==> config.mk <==
export PLATFORM = sky130hd
export DESIGN_NAME = tpg_timer_pulse_gen
export DESIGN_NICKNAME = d
export VERILOG_FILES = /design/src/rtl/tpg_pkg.sv /design/src/rtl/tpg_timer_pulse_gen.sv
export SDC_FILE = /design/constraint.sdc
export NUM_CORES = 1
export LEC_CHECK = 0
export ABC_AREA = 1
export ABC_CLOCK_PERIOD_IN_PS = 7100
export BUFFER_PORTS_ARGS = -buffer_cell sky130_fd_sc_hd__buf_2
export CORE_MARGIN = 8
export CORE_UTILIZATION = 61
export DETAILED_ROUTE_END_ITERATION = 6
export GPL_TIMING_DRIVEN = 0
export HOLD_SLACK_MARGIN = 0.06
export PLACE_DENSITY = 0.85
export SYNTH_ARGS = -nofsm -noshare
export SYNTH_HDL_FRONTEND = slang
export SYNTH_SLANG_ARGS = --single-unit
==> constraint.sdc <==
create_clock -name clk -period 7.1 [get_ports clk]
set_input_delay 0.355 -clock clk [delete_from_list [all_inputs] [get_ports clk]]
set_output_delay 0.355 -clock clk [all_outputs]
set_load 0.01 [all_outputs]
==> src/rtl/tpg_pkg.sv <==
// Shared constants and types for the timer and pulse generator.
// Assumes one clock at 250 MHz and a 32-bit Avalon-MM register slave.
package tpg_pkg;
    // Register byte offsets on the slave port
    localparam logic [3:0] MODE_OFS = 4'h0;
    localparam logic [3:0] MODULO_HIGH_OFS = 4'h4;
    localparam logic [3:0] MODULO_LOW_OFS = 4'h8;
    localparam logic [3:0] STAT_OFS = 4'hc;
    // Mode register fields
    localparam int OP_MODE_BIT = 0;
    localparam int RUN_BIT = 1;
    localparam int RELOAD_BIT = 3;
    localparam int STATIC_BIT = 4;
    localparam int PULSE_SEL_BIT = 5;
    localparam int PIN_DRIVE_BIT = 7;
    localparam logic [7:0] MODE_WMASK = 8'hbb;
    localparam logic [7:0] MODE_RESET = 8'h00;
    localparam logic [7:0] MODULO_HIGH_RESET = 8'h01;
    localparam logic [7:0] MODULO_LOW_RESET = 8'h04;
    localparam logic [7:0] MODULO_LOW_RMASK = 8'hfc;
    localparam int IRQ_BIT = 0;
    // One-hot prescaler selects and half divisors, minus one
    localparam logic [4:0] PRE_256 = 5'h01;
    localparam logic [4:0] PRE_128 = 5'h02;
    localparam logic [4:0] PRE_64 = 5'h04;
    localparam logic [4:0] PRE_32 = 5'h08;
    localparam logic [4:0] PRE_16 = 5'h10;
    localparam logic [7:0] HALF_256_M1 = 8'h7f;
    localparam logic [7:0] HALF_128_M1 = 8'h3f;
    localparam logic [7:0] HALF_64_M1 = 8'h1f;
    localparam logic [7:0] HALF_32_M1 = 8'h0f;
    localparam logic [7:0] HALF_16_M1 = 8'h07;
    // PWM periods in main clock cycles: basic 2^10, secondary 2^15
    localparam int BASIC_BITS = 10;
    localparam int SEC_BITS = 15;
    localparam int SUB_BITS = SEC_BITS - BASIC_BITS;
    localparam int LATCH_BITS = 14;
    localparam logic [SEC_BITS-1:0] SEC_LAST = 15'h7fff;
    localparam logic [BASIC_BITS-1:0] BASIC_LAST = 10'h3ff;
    // Pin drive: level plus active-low output enable
    typedef struct packed {
        logic level;
        logic oeN;
    } tpg_pin_t;
endpackage

==> src/rtl/tpg_timer_pulse_gen.sv <==
// Timer and 14-bit PWM pulse generator with one output pin, Avalon-MM slave.
// Assumes a single 250 MHz clock; the pin's far side is a filter or load.
// Notes on behaviour
// - Mode bit 1 timer, 0 PWM
// - Timer: low modulo prescaler, high modulo count
// - Timer counts once run enable written 1
// - Square wave needs pulse select and drive
// - Stopping timer sets flip-flop, may flag
// - One-hot prescaler divides 256 down to 16
// - Square wave frequency is clock/(div*(N+1))
// - PWM sets flag every 2^15 clocks
// - PWM pulses active low, 14-bit width
// - Basic 2^10 and secondary 2^15 periods
// - Latch is high modulo plus low[7:2]
// - Latch loads whole, only when reload enabled
// - Low modulo bits 1:0 read as zero
// - PWM takes latch once per basic period
// - Static mode drives static level bit
// - Drive enable low floats pin
// - Reset clears mode register entirely
// - Run enable low stops operation
module tpg_timer_pulse_gen (
    input wire logic clk,
    input wire logic nrst,
    input wire logic [3:0] address,
    input wire logic read,
    input wire logic write,
    input wire logic [31:0] writedata,
    output logic [31:0] readdata,
    output logic waitrequest,
    output tpg_pkg::tpg_pin_t pulseOutputPin,
    output logic pulseGenIrqFlag
);
    logic ackQ;
    logic [31:0] rdataQ;
    logic [7:0] modeQ, modeD, modHQ, modLQ;
    logic irqQ, irqD;
    logic [tpg_pkg::LATCH_BITS-1:0] latchQ, latchD, widthQ;
    logic [7:0] preQ, tmrQ;
    logic tffQ, tffD;
    logic [tpg_pkg::SEC_BITS-1:0] pwmCntQ;
    logic pinLevelQ, pinLevelD;

    // Bus decode; every access is held one cycle, answered on the second
    wire busReq = read | write;
    wire wrFire = write & ackQ;
    wire selMode = address == tpg_pkg::MODE_OFS;
    wire selModH = address == tpg_pkg::MODULO_HIGH_OFS;
    wire selModL = address == tpg_pkg::MODULO_LOW_OFS;
    wire selStat = address == tpg_pkg::STAT_OFS;
    wire [7:0] wByte = writedata[7:0];
    wire [7:0] rdByte = selMode ? modeQ :
                        selModH ? modHQ :
                        selModL ? (modLQ & tpg_pkg::MODULO_LOW_RMASK) :
                        selStat ? {7'h00, irqQ} : 8'h00;
    assign waitrequest = busReq & ~ackQ;
    assign readdata = rdataQ;

    // Mode fields
    wire timerMode = modeQ[tpg_pkg::OP_MODE_BIT];
    wire runEn = modeQ[tpg_pkg::RUN_BIT];
    wire reloadEn = modeQ[tpg_pkg::RELOAD_BIT];
    wire staticLvl = modeQ[tpg_pkg::STATIC_BIT];
    wire pulseSel = modeQ[tpg_pkg::PULSE_SEL_BIT];
    wire pinDrive = modeQ[tpg_pkg::PIN_DRIVE_BIT];

    // Register writes; reserved mode bits stay zero
    assign modeD = (wrFire & selMode) ? (wByte & tpg_pkg::MODE_WMASK) : modeQ;

    // Latch fields: high part from high modulo, low six from low[7:2]
    wire [7:0] nVal = latchQ[tpg_pkg::LATCH_BITS-1:6];
    wire [4:0] preSel = latchQ[4:0];
    assign latchD = {modHQ, modLQ[7:2]};
    wire basicEnd = pwmCntQ[tpg_pkg::BASIC_BITS-1:0] == tpg_pkg::BASIC_LAST;
    // Timer or stopped PWM reloads at any time; running PWM only at a basic period boundary
    wire latchLoad = reloadEn & (timerMode | ~runEn | basicEnd);

    // Prescaler half divisor; an illegal pattern falls back to the slowest
    wire [7:0] halfM1 = (preSel == tpg_pkg::PRE_128) ? tpg_pkg::HALF_128_M1 :
                        (preSel == tpg_pkg::PRE_64) ? tpg_pkg::HALF_64_M1 :
                        (preSel == tpg_pkg::PRE_32) ? tpg_pkg::HALF_32_M1 :
                        (preSel == tpg_pkg::PRE_16) ? tpg_pkg::HALF_16_M1 :
                        tpg_pkg::HALF_256_M1;
    wire timerRun = timerMode & runEn;
    wire halfTick = timerRun & (preQ == halfM1);
    // Two toggles per interval make the square wave period div*(N+1)
    wire tmrMatch = halfTick & (tmrQ == nVal);
    assign tffD = (timerMode & ~runEn) ? 1'b1 :
                  tmrMatch ? ~tffQ : tffQ;
    wire tffRise = timerMode & tffD & ~tffQ;

    // PWM: coarse width per basic period, fine bits spread by bit reversal
    wire [tpg_pkg::SUB_BITS-1:0] subIdx = pwmCntQ[tpg_pkg::SEC_BITS-1:tpg_pkg::BASIC_BITS];
    logic [tpg_pkg::SUB_BITS-1:0] subRev;
    genvar gi;
    generate
        for (gi = 0; gi < tpg_pkg::SUB_BITS; gi++) begin : g_rev
            assign subRev[gi] = subIdx[tpg_pkg::SUB_BITS-1-gi];
        end
    endgenerate
    wire fineAdd = subRev < widthQ[tpg_pkg::SUB_BITS-1:0];
    // Coarse part is two clocks per step; the fine bit adds one more step
    wire [tpg_pkg::BASIC_BITS:0] coarseLen =
        {1'b0, widthQ[tpg_pkg::LATCH_BITS-1:tpg_pkg::SUB_BITS], 1'b0};
    wire [tpg_pkg::BASIC_BITS:0] fineLen =
        {{(tpg_pkg::BASIC_BITS-1){1'b0}}, fineAdd, 1'b0};
    wire [tpg_pkg::BASIC_BITS:0] lowLen = coarseLen + fineLen;
    wire pwmRun = ~timerMode & runEn;
    wire pwmLow = pwmRun &
        ({1'b0, pwmCntQ[tpg_pkg::BASIC_BITS-1:0]} < lowLen);
    wire secEnd = pwmRun & (pwmCntQ == tpg_pkg::SEC_LAST);

    // Flag: a hardware set wins over a same-cycle clear
    wire irqClr = wrFire & selStat & wByte[tpg_pkg::IRQ_BIT];
    assign irqD = (tffRise | secEnd) | (irqQ & ~irqClr);

    // Pin level; PWM idles high when stopped
    assign pinLevelD = ~pulseSel ? staticLvl :
                       timerMode ? tffQ : ~pwmLow;
    assign pulseOutputPin.level = pinLevelQ;
    assign pulseOutputPin.oeN = ~pinDrive;
    assign pulseGenIrqFlag = irqQ;

    // Bus handshake and read data
    always_ff @(posedge clk or negedge nrst) begin
        if (!nrst) begin
            ackQ <= 1'b0;
            rdataQ <= 32'h0000_0000;
        end else begin
            ackQ <= busReq & ~ackQ;
            rdataQ <= (read & ~ackQ) ? {24'h00_0000, rdByte} : rdataQ;
        end
    end

    // Software-visible registers
    always_ff @(posedge clk or negedge nrst) begin
        if (!nrst) begin
            modeQ <= tpg_pkg::MODE_RESET;
            modHQ <= tpg_pkg::MODULO_HIGH_RESET;
            modLQ <= tpg_pkg::MODULO_LOW_RESET;
            irqQ <= 1'b0;
        end else begin
            modeQ <= modeD;
            modHQ <= (wrFire & selModH) ? wByte : modHQ;
            modLQ <= (wrFire & selModL) ? wByte : modLQ;
            irqQ <= irqD;
        end
    end

    // Modulo latch and the PWM copy taken per basic period
    always_ff @(posedge clk or negedge nrst) begin
        if (!nrst) begin
            latchQ <= {tpg_pkg::MODULO_HIGH_RESET, tpg_pkg::MODULO_LOW_RESET[7:2]};
            widthQ <= {tpg_pkg::MODULO_HIGH_RESET, tpg_pkg::MODULO_LOW_RESET[7:2]};
        end else begin
            latchQ <= latchLoad ? latchD : latchQ;
            widthQ <= (basicEnd | ~pwmRun) ? latchQ : widthQ;
        end
    end

    // Timer prescaler, interval counter and toggle flip-flop
    always_ff @(posedge clk or negedge nrst) begin
        if (!nrst) begin
            preQ <= 8'h00;
            tmrQ <= 8'h00;
            tffQ <= 1'b0;
        end else begin
            preQ <= (~timerRun | halfTick) ? 8'h00 : preQ + 8'h01;
            tmrQ <= (~timerRun | tmrMatch) ? 8'h00 : (halfTick ? tmrQ + 8'h01 : tmrQ);
            tffQ <= tffD;
        end
    end

    // PWM secondary-period counter; stopping clears it to save power
    always_ff @(posedge clk or negedge nrst) begin
        if (!nrst) begin
            pwmCntQ <= '0;
            pinLevelQ <= 1'b0;
        end else begin
            pwmCntQ <= pwmRun ? pwmCntQ + 15'h0001 : 15'h0000;
            pinLevelQ <= pinLevelD;
        end
    end
endmodule

==> metrics.md, run 1 <==
| Metric | Value |
|---|---|
| Ys async rst share | 1.00 |
| Final nets | around 710 |
| Final-layout worst hold slack | roughly 220 ps |
| Worst-case vdd ir drop | about 0.16 mV |
| 1st-iter DRT viols | 192 |
| Average instance area after synthesis | roughly 8.3 sq um |
| Total half-perimeter wirelength after legalization and detailed placement | between 8000 and 9000 um |
| Post-route setup TNS | 0 ps |
| Met1 usage in global routing | 0.233 |
| Data arrival time of the worst path | ~4300 ps |
| Number of placed instances, taps included | 740 |
| Die outline width | ~110 um |
| Final slew viol count | 0 |
| Post-layout instance area | about 0.0056 sq mm |
| Required time at the endpoint of the critical path | 7360 ps |
| Detailed Route WL | ~11000 um |
| Library cell with the largest summed area after synthesis | sky130_fd_sc_hd__dfrtp_1 |
| Global routing's busiest layer | met2 |
| Aggregate global routing overflow | 0 |
| CP Launch Type | flop |
| Top post-synthesis cells by area | sky130_fd_sc_hd__dfrtp_1 (43%), sky130_fd_sc_hd__nand2_1 (8.6%), sky130_fd_sc_hd__o21ai_0 (6.5%) |
| CTS clk-pin slew, worst paths | about 90 ps |
| Inserted Clock Buffers | 9 |
| Number of antenna violations at the first check in global routing | 0 |
| CTS hold repair buffers | 1 |
| Min cycle time layout | 4030 ps |
| Most frequent standard cell in the layout excluding fill and tap cells | sky130_fd_sc_hd__nand2_1 |
| Clock latency reported for the late side of the worst-skew pair | approximately 360 ps |
| First-pass detailed-route iteration total | 5 |
| Endpoint type of the worst setup path | flop |
| Cell count after synthesis | 587 |
| CTS-repair resized insts | 0 |
| Result of the run | complete, no violations |
| Die height | 106 um |
| Post-synth top area share | 0.435 |
| Layout Cells excl Fill | roughly 760 |
| Final Hold Vio Count | 0 |
| Areal power density over the cells | roughly 300 mW/mm^2 |
| Headroom to the max-slew limit | 0.363 |
| Worst Tran Pin Value | 932 ps |
| Antenna diode instance count | 0 |
| Count of buffers inserted at the top-level ports | 27 |
| Setup violation total in the final timing report | 0 |
| Routability congestion estimate from global placement | just under 0.9 |
| Max Cap Viol | 0 |
| Count of pins on the block boundary | 76 |
| Wire length of the first global-routing pass | approximately 19000 um |
| WS Path Type | flop to flop |
| Core Rows | 32 |
| Global Route met3 Usage | 0.0378 |
| Class of the tightest hold or removal check | input port to flop |
| Top FF cell, synth | sky130_fd_sc_hd__dfrtp_1 |
| Fillcell total | around 600 |
| Buffer levels on the longest clock path | 2 |
| RSZ-0062 raised after global routing | false |
| Cell area after technology mapping | 0.00489 sq mm |
| Number of buffers added for setup after CTS | 0 |
| Sequential area share after synthesis | 0.467 |
| Core outline area | between 0.007 and 0.008 sq mm |
| Leakage | 0.00266 uW |
| # DRC | 0 |
| Post-synthesis cell type count | 39 |
| Max Clock Freq | between 200 and 250 MHz |
| Count of synthesis-stage warnings from yosys | 0 |
| Vias after detailed routing | about 4100 |
| Met2 Track Usage GR | 0.352 |
| Commonest non-fill, non-tap cells in the layout | sky130_fd_sc_hd__nand2_1 (112), sky130_fd_sc_hd__dfrtp_1 (85), sky130_fd_sc_hd__inv_1 (79) |
| Fin crit share | 0.568 |
| CTS tree | built |
| Number of enable-type register cells in the synthesized netlist | 0 |
| GRT Total Usage | 0.203 |
| Root Buffer | sky130_fd_sc_hd__clkbuf_8 |
| Number of H-tree branching levels | 3 |
| Area taken by flip-flops and latches | around 0.0023 sq mm |
| Via count normalized by instance count | 5.40 |
| Count of state elements after synthesis | 91 |
| Footprint of the multi-input gates | ~0.0021 sq mm |
| Placement-stage cell area | roughly 0.0053 sq mm |
| Layout-stage area growth over the synthesis result | 13.6% |
| Fraction of final layout cells with drive strength greater than 1 | 0.166 |
| Clk sinks | ~90 |
| Maximum number of pins on one net before global-route repair | 67 |
| Area enclosed by the die boundary | between 0.01 and 0.015 sq mm |
| Antenna-violating nets left | 0 |
| Initial Util | 0.630 |
| Mean routed wirelength per cell | about 15 um |
| Clock tree skew after final layout | approximately 14 ps |
| Maximum fanout along the worst path | 5 |
| Number of global-route vias before repair | 4105 |
==> sequential cells by signal, indices dropped and copies added, names as in the netlist, 6 cells and up <==
| signal | count |
|---|---|
| modHQ | 8 |
| preQ | 8 |
| latchQ | 14 |
| modLQ | 6 |
| tmrQ | 8 |
| readdata | 8 |
| modeQ | 6 |
| pwmCntQ | 15 |
| widthQ | 14 |
==> layout make-up <==
cell class,instances,share of cell area
Tap cell,102,0.0230
Timing Repair Buffer,29,0.0315
Multi-Input combinational cell,397,0.382
Inverter,86,0.0586
Buffer,36,0.0448
Clock inverter,6,0.0245
Clock buffer,10,0.0248
Sequential cell,91,0.411
==> worst paths after layout <==
check,from,cells past startpoint,endpoint,slack [ps]
max,pwmCntQ[12],18,pinLevelQ,3070
min,writedata[2],3,modLQ[2],220
max reg2reg,pwmCntQ[12],18,pinLevelQ,3070
min reg2reg,ackQ,1,ackQ,470
max in group asynchronous,nrst,3,latchQ[6],5980
min in group asynchronous,nrst,2,pwmCntQ[6],440
==> Yosys cell counts, types with 2 or more instances <==
master and count:
sky130_fd_sc_hd__buf_4 25, sky130_fd_sc_hd__nand4_1 15, sky130_fd_sc_hd__o21ai_0 64, sky130_fd_sc_hd__nand3_2 2
sky130_fd_sc_hd__nor2_4 3, sky130_fd_sc_hd__xor2_1 13, sky130_fd_sc_hd__nor4_1 2, sky130_fd_sc_hd__o21ai_1 4
sky130_fd_sc_hd__clkbuf_1 7, sky130_fd_sc_hd__o22ai_1 8, sky130_fd_sc_hd__nor2_1 40, sky130_fd_sc_hd__nor3_2 3
sky130_fd_sc_hd__dfstp_2 6, sky130_fd_sc_hd__nand2_4 3, sky130_fd_sc_hd__nor3_1 12, sky130_fd_sc_hd__a21oi_1 19
sky130_fd_sc_hd__mux2_2 2, sky130_fd_sc_hd__inv_2 3, sky130_fd_sc_hd__nor3b_2 3, sky130_fd_sc_hd__buf_2 3
sky130_fd_sc_hd__dfrtp_1 85, sky130_fd_sc_hd__nand2_2 2, sky130_fd_sc_hd__ha_1 17, sky130_fd_sc_hd__nand2_1 112
sky130_fd_sc_hd__a31oi_1 7, sky130_fd_sc_hd__xnor2_1 2, sky130_fd_sc_hd__nor2_2 6, sky130_fd_sc_hd__clkinv_1 3
sky130_fd_sc_hd__nand3_1 27, sky130_fd_sc_hd__inv_1 79, sky130_fd_sc_hd__o21ai_2 2
==> per-stage QoR <==
stage | utilization | power, uW | setup WS [ps]
after floorplan | - | 1060 | 4120
after global placement | 0.675 | 1160 | 3490
after detailed placement | 0.679 | 1200 | 3240
after CTS | 0.715 | 1670 | 3140
after global routing | 0.715 | 1780 | 2910
final | 0.715 | 1670 | 3070
==> layer usage <==
metal / wire length, um / vias to the layer above
met5: 0 / -
met4: 335 / 0
met3: 509 / 31
met2: 5640 / 122
met1: 4630 / 1941
li1: - / 1993
==> power by group <==
group          total [uW]  leakage (uW)  internal, uW  switching, uW
clock                 465      0.000133           280            186
sequential            736       0.00120           638           98.7
combinational         473       0.00132           180            293
total                1670       0.00266          1100            577
==> worst max-delay path, cell delays in order (launching register included) <==
cell,delay (ps)
sky130_fd_sc_hd__dfrtp_1,430
sky130_fd_sc_hd__ha_1,310
sky130_fd_sc_hd__a21oi_1,150
sky130_fd_sc_hd__nor2_1,50
sky130_fd_sc_hd__a2111oi_0,790
sky130_fd_sc_hd__ha_1,320
sky130_fd_sc_hd__ha_1,200
sky130_fd_sc_hd__nand2_1,60
sky130_fd_sc_hd__nor2_1,160
sky130_fd_sc_hd__nand3_1,130
sky130_fd_sc_hd__nor3_1,230
sky130_fd_sc_hd__xor2_1,260
sky130_fd_sc_hd__ha_1,300
sky130_fd_sc_hd__nand3b_1,110
sky130_fd_sc_hd__nand2_1,80
sky130_fd_sc_hd__a21oi_1,130
sky130_fd_sc_hd__nand3_1,100
sky130_fd_sc_hd__nand2_1,80
sky130_fd_sc_hd__nand2_1,40
==> cells by family after synthesis <==
group | share of synthesized area
flops | 0.467
other cells | 0.000767
xor+xnor | 0.0269
mux | 0.00460
fa+ha+maj | 0.0435
buf+inv | 0.117
simple gates | 0.222
compound gates | 0.118
Power figures use the tool's default switching activity.
==> run 2: changes to the inputs <==
Settings changed: ABC_CLOCK_PERIOD_IN_PS 7100 to 3300, CORE_UTILIZATION 61 to 52, PLACE_DENSITY 0.85 to 0.77.
Clock period 7.1 ns to 3.3 ns, I/O delays scaled along.
==> run 2 against run 1 <==
Worst setup slack lost 2900 ps. Total power rose by 100%. Clock skew grew 2.1 ps. Core utilization shrank 10 points. Global-route usage decreased by 2.6 points.
==> metrics.md, run 2 (synthesized netlist as in run 1, its figures left out) <==
| Metric | Value |
|---|---|
| Endpoint type of the worst setup path | flop |
| Fin crit share | 0.947 (+0.379) |
| Clock tree skew after final layout | 15.8 ps (+2.06 ps) |
| Final nets | 716 (+1.3%) |
| Global routing's busiest layer | met2 |
| Die outline width | 113 um (+7.0%) |
| 1st-iter DRT viols | 214 (+11%) |
| Mean routed wirelength per cell | 13.9 um (-5.0%) |
| Number of antenna violations at the first check in global routing | 0 (unchanged) |
| Data arrival time of the worst path | 3390 ps (-900 ps) |
| Clock power frac | 0.220 (-0.058) |
| Max Cap Viol | 0 (unchanged) |
| Antenna diode instance count | 0 (unchanged) |
| Most frequent standard cell in the layout excluding fill and tap cells | sky130_fd_sc_hd__nand2_1 |
| First-pass detailed-route iteration total | 5 (unchanged) |
| Largest reg by FF count | pwmCntQ |
| Number of global-route vias before repair | 4100 (-0.12%) |
| Final Hold Vio Count | 0 (unchanged) |
| Fraction of power consumed by sequential logic | 0.474 (+0.034) |
| Commonest non-fill, non-tap cells in the layout | sky130_fd_sc_hd__nand2_1 (111), sky130_fd_sc_hd__dfrtp_1 (85), sky130_fd_sc_hd__inv_1 (77) |
| Clock latency reported for the late side of the worst-skew pair | 370 ps (about the same) |
| Final slew viol count | 0 (unchanged) |
| # DRC | 0 (unchanged) |
| CTS clk-pin slew, worst paths | 100 ps (about the same) |
| Clk sinks | 91 (unchanged) |
| CTS tree | built |
| Total half-perimeter wirelength after legalization and detailed placement | 7990 um (-0.13%) |
| Portion of total power attributed to combinational logic | 0.307 (+0.025) |
| Area enclosed by the die boundary | 0.0128 sq mm (+15%) |
| Buffer levels on the longest clock path | 2 (unchanged) |
| Class of the tightest hold or removal check | input port to flop |
| Count of pins on the block boundary | 76 (unchanged) |
| Wire length of the first global-routing pass | 18600 um (+0.26%) |
| Layout-stage area growth over the synthesis result | 15.4% |
| Count of buffers inserted at the top-level ports | 27 (unchanged) |
| Post-route setup TNS | 0 ps (unchanged) |
| Leading registers by flop count | pwmCntQ: 15 flops, latchQ: 14 flops, widthQ: 14 flops |
| Antenna-violating nets left | 0 (unchanged) |
| Setup WS post-layout | 176 ps (-2890 ps) |
| Core Rows | 35 (+9.4%) |
| Fillcell total | 796 (+32%) |
| Via count normalized by instance count | 5.21 (-3.5%) |
| GRT Total Usage | 0.178 (-0.0256) |
| Detailed Route WL | 10800 um (-2.7%) |
| Aggregate global routing overflow | 0 (unchanged) |
| Routability congestion estimate from global placement | 0.854 (-1.8%) |
| Share of total power consumed by net switching | 0.384 (+0.0398) |
| Max FFs per register | 15 (unchanged) |
| Die height | 113 um (+7.0%) |
| Worst-case vdd ir drop | 0.264 mV (+62%) |
| Maximum number of pins on one net before global-route repair | 64 (-4.5%) |
| Vias after detailed routing | 4037 (-1.2%) |
| Met1 usage in global routing | 0.217 (-0.0157) |
| Root Buffer | sky130_fd_sc_hd__clkbuf_8 |
| Pre-CTS setup slack | -154 ps (-3400 ps) |
| WS Path Type | flop to flop |
| Cell-internal power | 2090 uW (+90%) |
| Leakage | 0.00266 uW (+0.30%) |
| Final-layout worst hold slack | 66.0 ps (-159 ps) |
| Required time at the endpoint of the critical path | 3570 ps (-3790 ps) |
| Max Clock Freq | 320 MHz (+29%) |
| Initial Util | 0.532 (-0.0979) |
| Fraction of final layout cells with drive strength greater than 1 | 0.197 (+0.0309) |
| Inserted Clock Buffers | 9 (unchanged) |
| Global Route met3 Usage | 0.0357 (-0.00208) |
| Result of the run | complete, no violations |
| Setup violation total in the final timing report | 0 (unchanged) |
| Maximum fanout along the worst path | 2 (-3) |
| Number of H-tree branching levels | 3 (unchanged) |
| CP Launch Type | flop |
| Reported net switching power | 1300 uW (+130%) |
| Met2 Track Usage GR | 0.293 (-0.0588) |
| Core outline area | 0.00920 sq mm (+18%) |
| Areal power density over the cells | 600 mW/mm^2 (+99%) |
| Min cycle time layout | 3120 ps (-907 ps) |
-- run 2: changes by cell type in the layout (fill, tap and decap cells not counted), moves of 3 or more --
cell | previous run | this run
sky130_fd_sc_hd__ha_4 | 0 | 3
sky130_fd_sc_hd__dlygate4sd3_1 | 1 | 5
sky130_fd_sc_hd__buf_4 | 26 | 31
sky130_fd_sc_hd__nor2_1 | 40 | 37
sky130_fd_sc_hd__ha_1 | 17 | 12
sky130_fd_sc_hd__bufinv_16 | 4 | 0
sky130_fd_sc_hd__inv_8 | 0 | 3
-- run 2: path summary, 6_finish.rpt --
path	start	to	slack (ps)	cells after the start
worst max-delay path	widthQ[2]	pinLevelQ	180	19
worst min-delay path	writedata[1]	modHQ[1]	70	3
worst max register to register	widthQ[2]	pinLevelQ	180	19
worst min register to register	ackQ	ackQ	470	1
max in group asynchronous	nrst	latchQ[0]	2360	3
min in group asynchronous	nrst	pwmCntQ[5]	250	2
-- run 2: stage by stage --
stage / std cells / cell area [sq um] / utilization / power [uW]
floorplan: 610 / 4980 / - / 2280
global placement: 748 / 5250 / 0.571 / 2510
detailed placement: 749 / 5280 / 0.574 / 2560
CTS: 774 / 5600 / 0.609 / 3360
global route: 775 / 5650 / 0.614 / 3650
finish: 775 / 5650 / 0.614 / 3390
-- run 2: cell type report --
class                      count  area, sq um  area share
buffer                        36          249      0.0441
tap                          111          139      0.0246
timing repair buffer          38          253      0.0447
clock buffer                   9          124      0.0219
inverter                      86          325      0.0576
clock inverter                 7         67.6      0.0120
multi-input combinational    397         2210       0.391
sequential                    91         2280       0.405
-- run 2: worst max-delay path, cell delays in order, from the launching register on --
cell and delay [ps]:
sky130_fd_sc_hd__dfrtp_1 390, sky130_fd_sc_hd__inv_2 80, sky130_fd_sc_hd__ha_4 200, sky130_fd_sc_hd__a21oi_1 130, sky130_fd_sc_hd__nor2_1 70, sky130_fd_sc_hd__a2111oi_2 340
sky130_fd_sc_hd__ha_2 290, sky130_fd_sc_hd__ha_4 140, sky130_fd_sc_hd__nand2_1 60, sky130_fd_sc_hd__nor2_2 120, sky130_fd_sc_hd__nand3_2 100, sky130_fd_sc_hd__nor3_2 140
sky130_fd_sc_hd__xor2_1 200, sky130_fd_sc_hd__ha_1 270, sky130_fd_sc_hd__nand3b_1 90, sky130_fd_sc_hd__nand2_1 70, sky130_fd_sc_hd__a21oi_2 120, sky130_fd_sc_hd__nand3_2 110
sky130_fd_sc_hd__nand2_2 70, sky130_fd_sc_hd__nand2_1 40
-- run 2: power by group through the flow --
| stage | clock network [uW] | logic [uW] | registers (uW) |
|---|---|---|---|
| detailed placement | 0 | 952 | 1610 |
| global route | 804 | 1210 | 1640 |
| finish | 745 | 1040 | 1610 |
| global placement | 0 | 915 | 1600 |
| CTS | 755 | 1010 | 1600 |
| floorplan | 0 | 735 | 1540 |
-- run 2: timing repair --
item | 4_1_cts | 5_1_grt
hold buffers | 5 | 0
gates resized for setup | 10 | 10
endpoints found under the hold margin | 31 | 0
setup buffers | 4 | 1
endpoints found under the setup margin | 1 | 1
pin swaps | 9 | 8
-- run 2: routing by layer --
layer | wire [um] | up-vias
met5 | 0 | -
met3 | 522 | 26
met1 | 4760 | 1889
li1 | - | 2008
met4 | 302 | 0
met2 | 5220 | 114
==> run 3: changes to the inputs <==
==> constraint.sdc (replaced) <==
create_clock -name clk -period 3.3 [get_ports clk]
set_input_delay 0.495 -clock clk [delete_from_list [all_inputs] [get_ports clk]]
set_output_delay 0.495 -clock clk [all_outputs]
set_load 0.01 [all_outputs]
==> run 3 against run 2 <==
Non-clock buffer count fell by 4. First-iteration DRC count increased by 5.6%. Sequential power is essentially flat. Fmax down 0.33%. Final cell count is 0.52% lower. Total power hardly changed. Clock skew shrank 1.3 ps.
==> metrics.md, run 3 (synthesized netlist as in run 1, its figures left out) <==
| Metric | Value |
|---|---|
| WS Path Type | flop to flop |
| Fraction of final layout cells with drive strength greater than 1 | 0.198 (+0.00120) |
| Cell-by-cell listing of the critical path | inv_2 > ha_4 > a21oi_1 > nor2_1 > a2111oi_2 > ha_2 > ha_4 > nand2_1 > nor2_2 > nand3_2 > nor3_2 > xor2_1 > ha_1 > nand3b_1 > nand2_1 > a21oi_2 > nand3_2 > nand2_2 > nand2_1 |
| Class of the tightest hold or removal check | input port to flop |
| Die outline width | 113 um (unchanged) |
| Layout-stage area growth over the synthesis result | 14.6% |
| Largest reg by FF count | pwmCntQ |
| Leakage | 0.00264 uW (-0.68%) |
| Result of the run | complete, no violations |
| Maximum fanout along the worst path | 2 (unchanged) |
| Post-route setup TNS | 0 ps (unchanged) |
| Layout Cells excl Fill | 771 (-0.52%) |
| Total half-perimeter wirelength after legalization and detailed placement | 7990 um (unchanged) |
| Highest cell delay on the worst timing path | 390 ps (about the same) |
| Min-Delay Startpoint | writedata[2] |
| Setup violation total in the final timing report | 0 (unchanged) |
| Via count normalized by instance count | 5.23 (+0.49%) |
| Area enclosed by the die boundary | 0.0128 sq mm (unchanged) |
| CTS clk-pin slew, worst paths | 100 ps (about the same) |
| Min cycle time layout | 3130 ps (+10.3 ps) |
| Leading registers by flop count | pwmCntQ: 15 flops, latchQ: 14 flops, widthQ: 14 flops |
| Mean routed wirelength per cell | 14.0 um (+0.46%) |
| First-pass detailed-route iteration total | 6 (+1) |
| Aggregate global routing overflow | 0 (unchanged) |
| Antenna diode instance count | 0 (unchanged) |
| Worst-case vdd ir drop | 0.263 mV (-0.28%) |
| Core Rows | 35 (unchanged) |
| Count of pins on the block boundary | 76 (unchanged) |
| Most repeated library cell on the critical path | sky130_fd_sc_hd__nand2_1 |
| Number of global-route vias before repair | 4085 (-0.37%) |
| Buffer levels on the longest clock path | 2 (unchanged) |
| Kind of cell adding the most delay to the critical path | adder cells |
| Detailed Route WL | 10800 um (about the same) |
| Routability congestion estimate from global placement | 0.854 (unchanged) |
| Commonest non-fill, non-tap cells in the layout | sky130_fd_sc_hd__nand2_1 (111), sky130_fd_sc_hd__dfrtp_1 (85), sky130_fd_sc_hd__inv_1 (77) |
| Fillcell total | 800 (+0.50%) |
| Number of antenna violations at the first check in global routing | 0 (unchanged) |
| Most frequent standard cell in the layout excluding fill and tap cells | sky130_fd_sc_hd__nand2_1 |
| CTS tree | built |
| Antenna-violating nets left | 0 (unchanged) |
| 1st-iter DRT viols | 226 (+5.6%) |
| Final slew viol count | 0 (unchanged) |
| Initial Util | 0.532 (unchanged) |
| Max Clock Freq | 319 MHz (-0.33%) |
| Fin crit share | 0.950 (+0.00313) |
| Count of buffers inserted at the top-level ports | 27 (unchanged) |
| Area taken by flip-flops and latches | 0.00228 sq mm (unchanged) |
| Core outline area | 0.00920 sq mm (unchanged) |
| Endpoint type of the worst setup path | flop |
| Clk sinks | 91 (unchanged) |
| Combined buffer and inverter count along the critical path | 1 (unchanged) |
| Critical path launch point | widthQ[2] |
| GRT Total Usage | 0.177 (-0.000571) |
| Areal power density over the cells | 604 mW/mm^2 (+0.62%) |
| Max Cap Viol | 0 (unchanged) |
| Footprint of the multi-input gates | 0.00221 sq mm (unchanged) |
| Clock tree skew after final layout | 14.5 ps (-1.27 ps) |
| Final Hold Vio Count | 0 (unchanged) |
| Final nets | 712 (-0.56%) |
| Data arrival time of the worst path | 3400 ps (about the same) |
| Highest-delay cell along the critical path | sky130_fd_sc_hd__dfrtp_1 |
| Vias after detailed routing | 4036 (-0.025%) |
| Startpoint of the most critical register-to-register path | widthQ[2] |
| CP Launch Type | flop |
| Required time at the endpoint of the critical path | 3570 ps (about the same) |
| Maximum number of pins on one net before global-route repair | 64 (unchanged) |
| Number of H-tree branching levels | 3 (unchanged) |
| Clock latency reported for the late side of the worst-skew pair | 370 ps (about the same) |
| Number of placed instances, taps included | 749 (unchanged) |
| Max FFs per register | 15 (unchanged) |
| Inserted Clock Buffers | 9 (unchanged) |
| Wire length of the first global-routing pass | 18500 um (-0.33%) |
| # DRC | 0 (unchanged) |
| Root Buffer | sky130_fd_sc_hd__clkbuf_8 |
| Die height | 113 um (unchanged) |
-- run 3: where the power goes --
part / switching, uW / internal [uW] / total, uW
logic: 618 / 418 / 1040
registers: 234 / 1370 / 1610
clock network: 450 / 295 / 745
total: 1300 / 2080 / 3390
-- run 3: worst min-delay path, cell delays in order --
cell and delay, ps:
sky130_fd_sc_hd__buf_2 100, sky130_fd_sc_hd__inv_1 50, sky130_fd_sc_hd__o21ai_0 80
-- run 3: final timing paths --
kind,end,slack [ps],depth (start not counted)
setup / recovery,pinLevelQ,170,19
hold / removal,modLQ[2],370,3
setup reg to reg,pinLevelQ,170,19
hold reg to reg,ackQ,470,1
max in group asynchronous,latchQ[0],2030,3
min in group asynchronous,pwmCntQ[5],580,2
-- run 3: cell type report --
cell class / count / share of cell area
buffer: 36 / 0.0444
clock buffer: 9 / 0.0221
clock inverter: 7 / 0.0120
inverter: 86 / 0.0580
multi-input combinational: 397 / 0.393
sequential: 91 / 0.407
tap: 111 / 0.0248
timing repair buffer: 34 / 0.0379
-- run 3: timing repair --
item	4_1_cts	5_1_grt
pin swaps	9	8
hold endpoints to repair	27	0
gates resized for setup	10	10
setup buffers	4	1
hold buffers	1	0
endpoints found under the setup margin	1	1
-- run 3: layer usage --
layer,GRT usage,share of wire,vias up
met1,0.217,0.44,1899
li1,-,-,2002
met5,0,0,-
met4,0.0897,0.026,0
met3,0.0351,0.048,24
met2,0.292,0.48,111
-- run 3: metrics by stage --
step                      total power [uW]  utilization  cell area, sq um  worst slack, ps  hold slack, ps
after floorplan                       2280            -              4980              324             199
final                                 3390        0.610              5610              166             365
after detailed placement              2560        0.574              5280             -154             450
after CTS                             3360        0.605              5560             8.45             364
after global placement                2510        0.571              5250            -71.9             444
after global routing                  3650        0.610              5610           -0.712             377
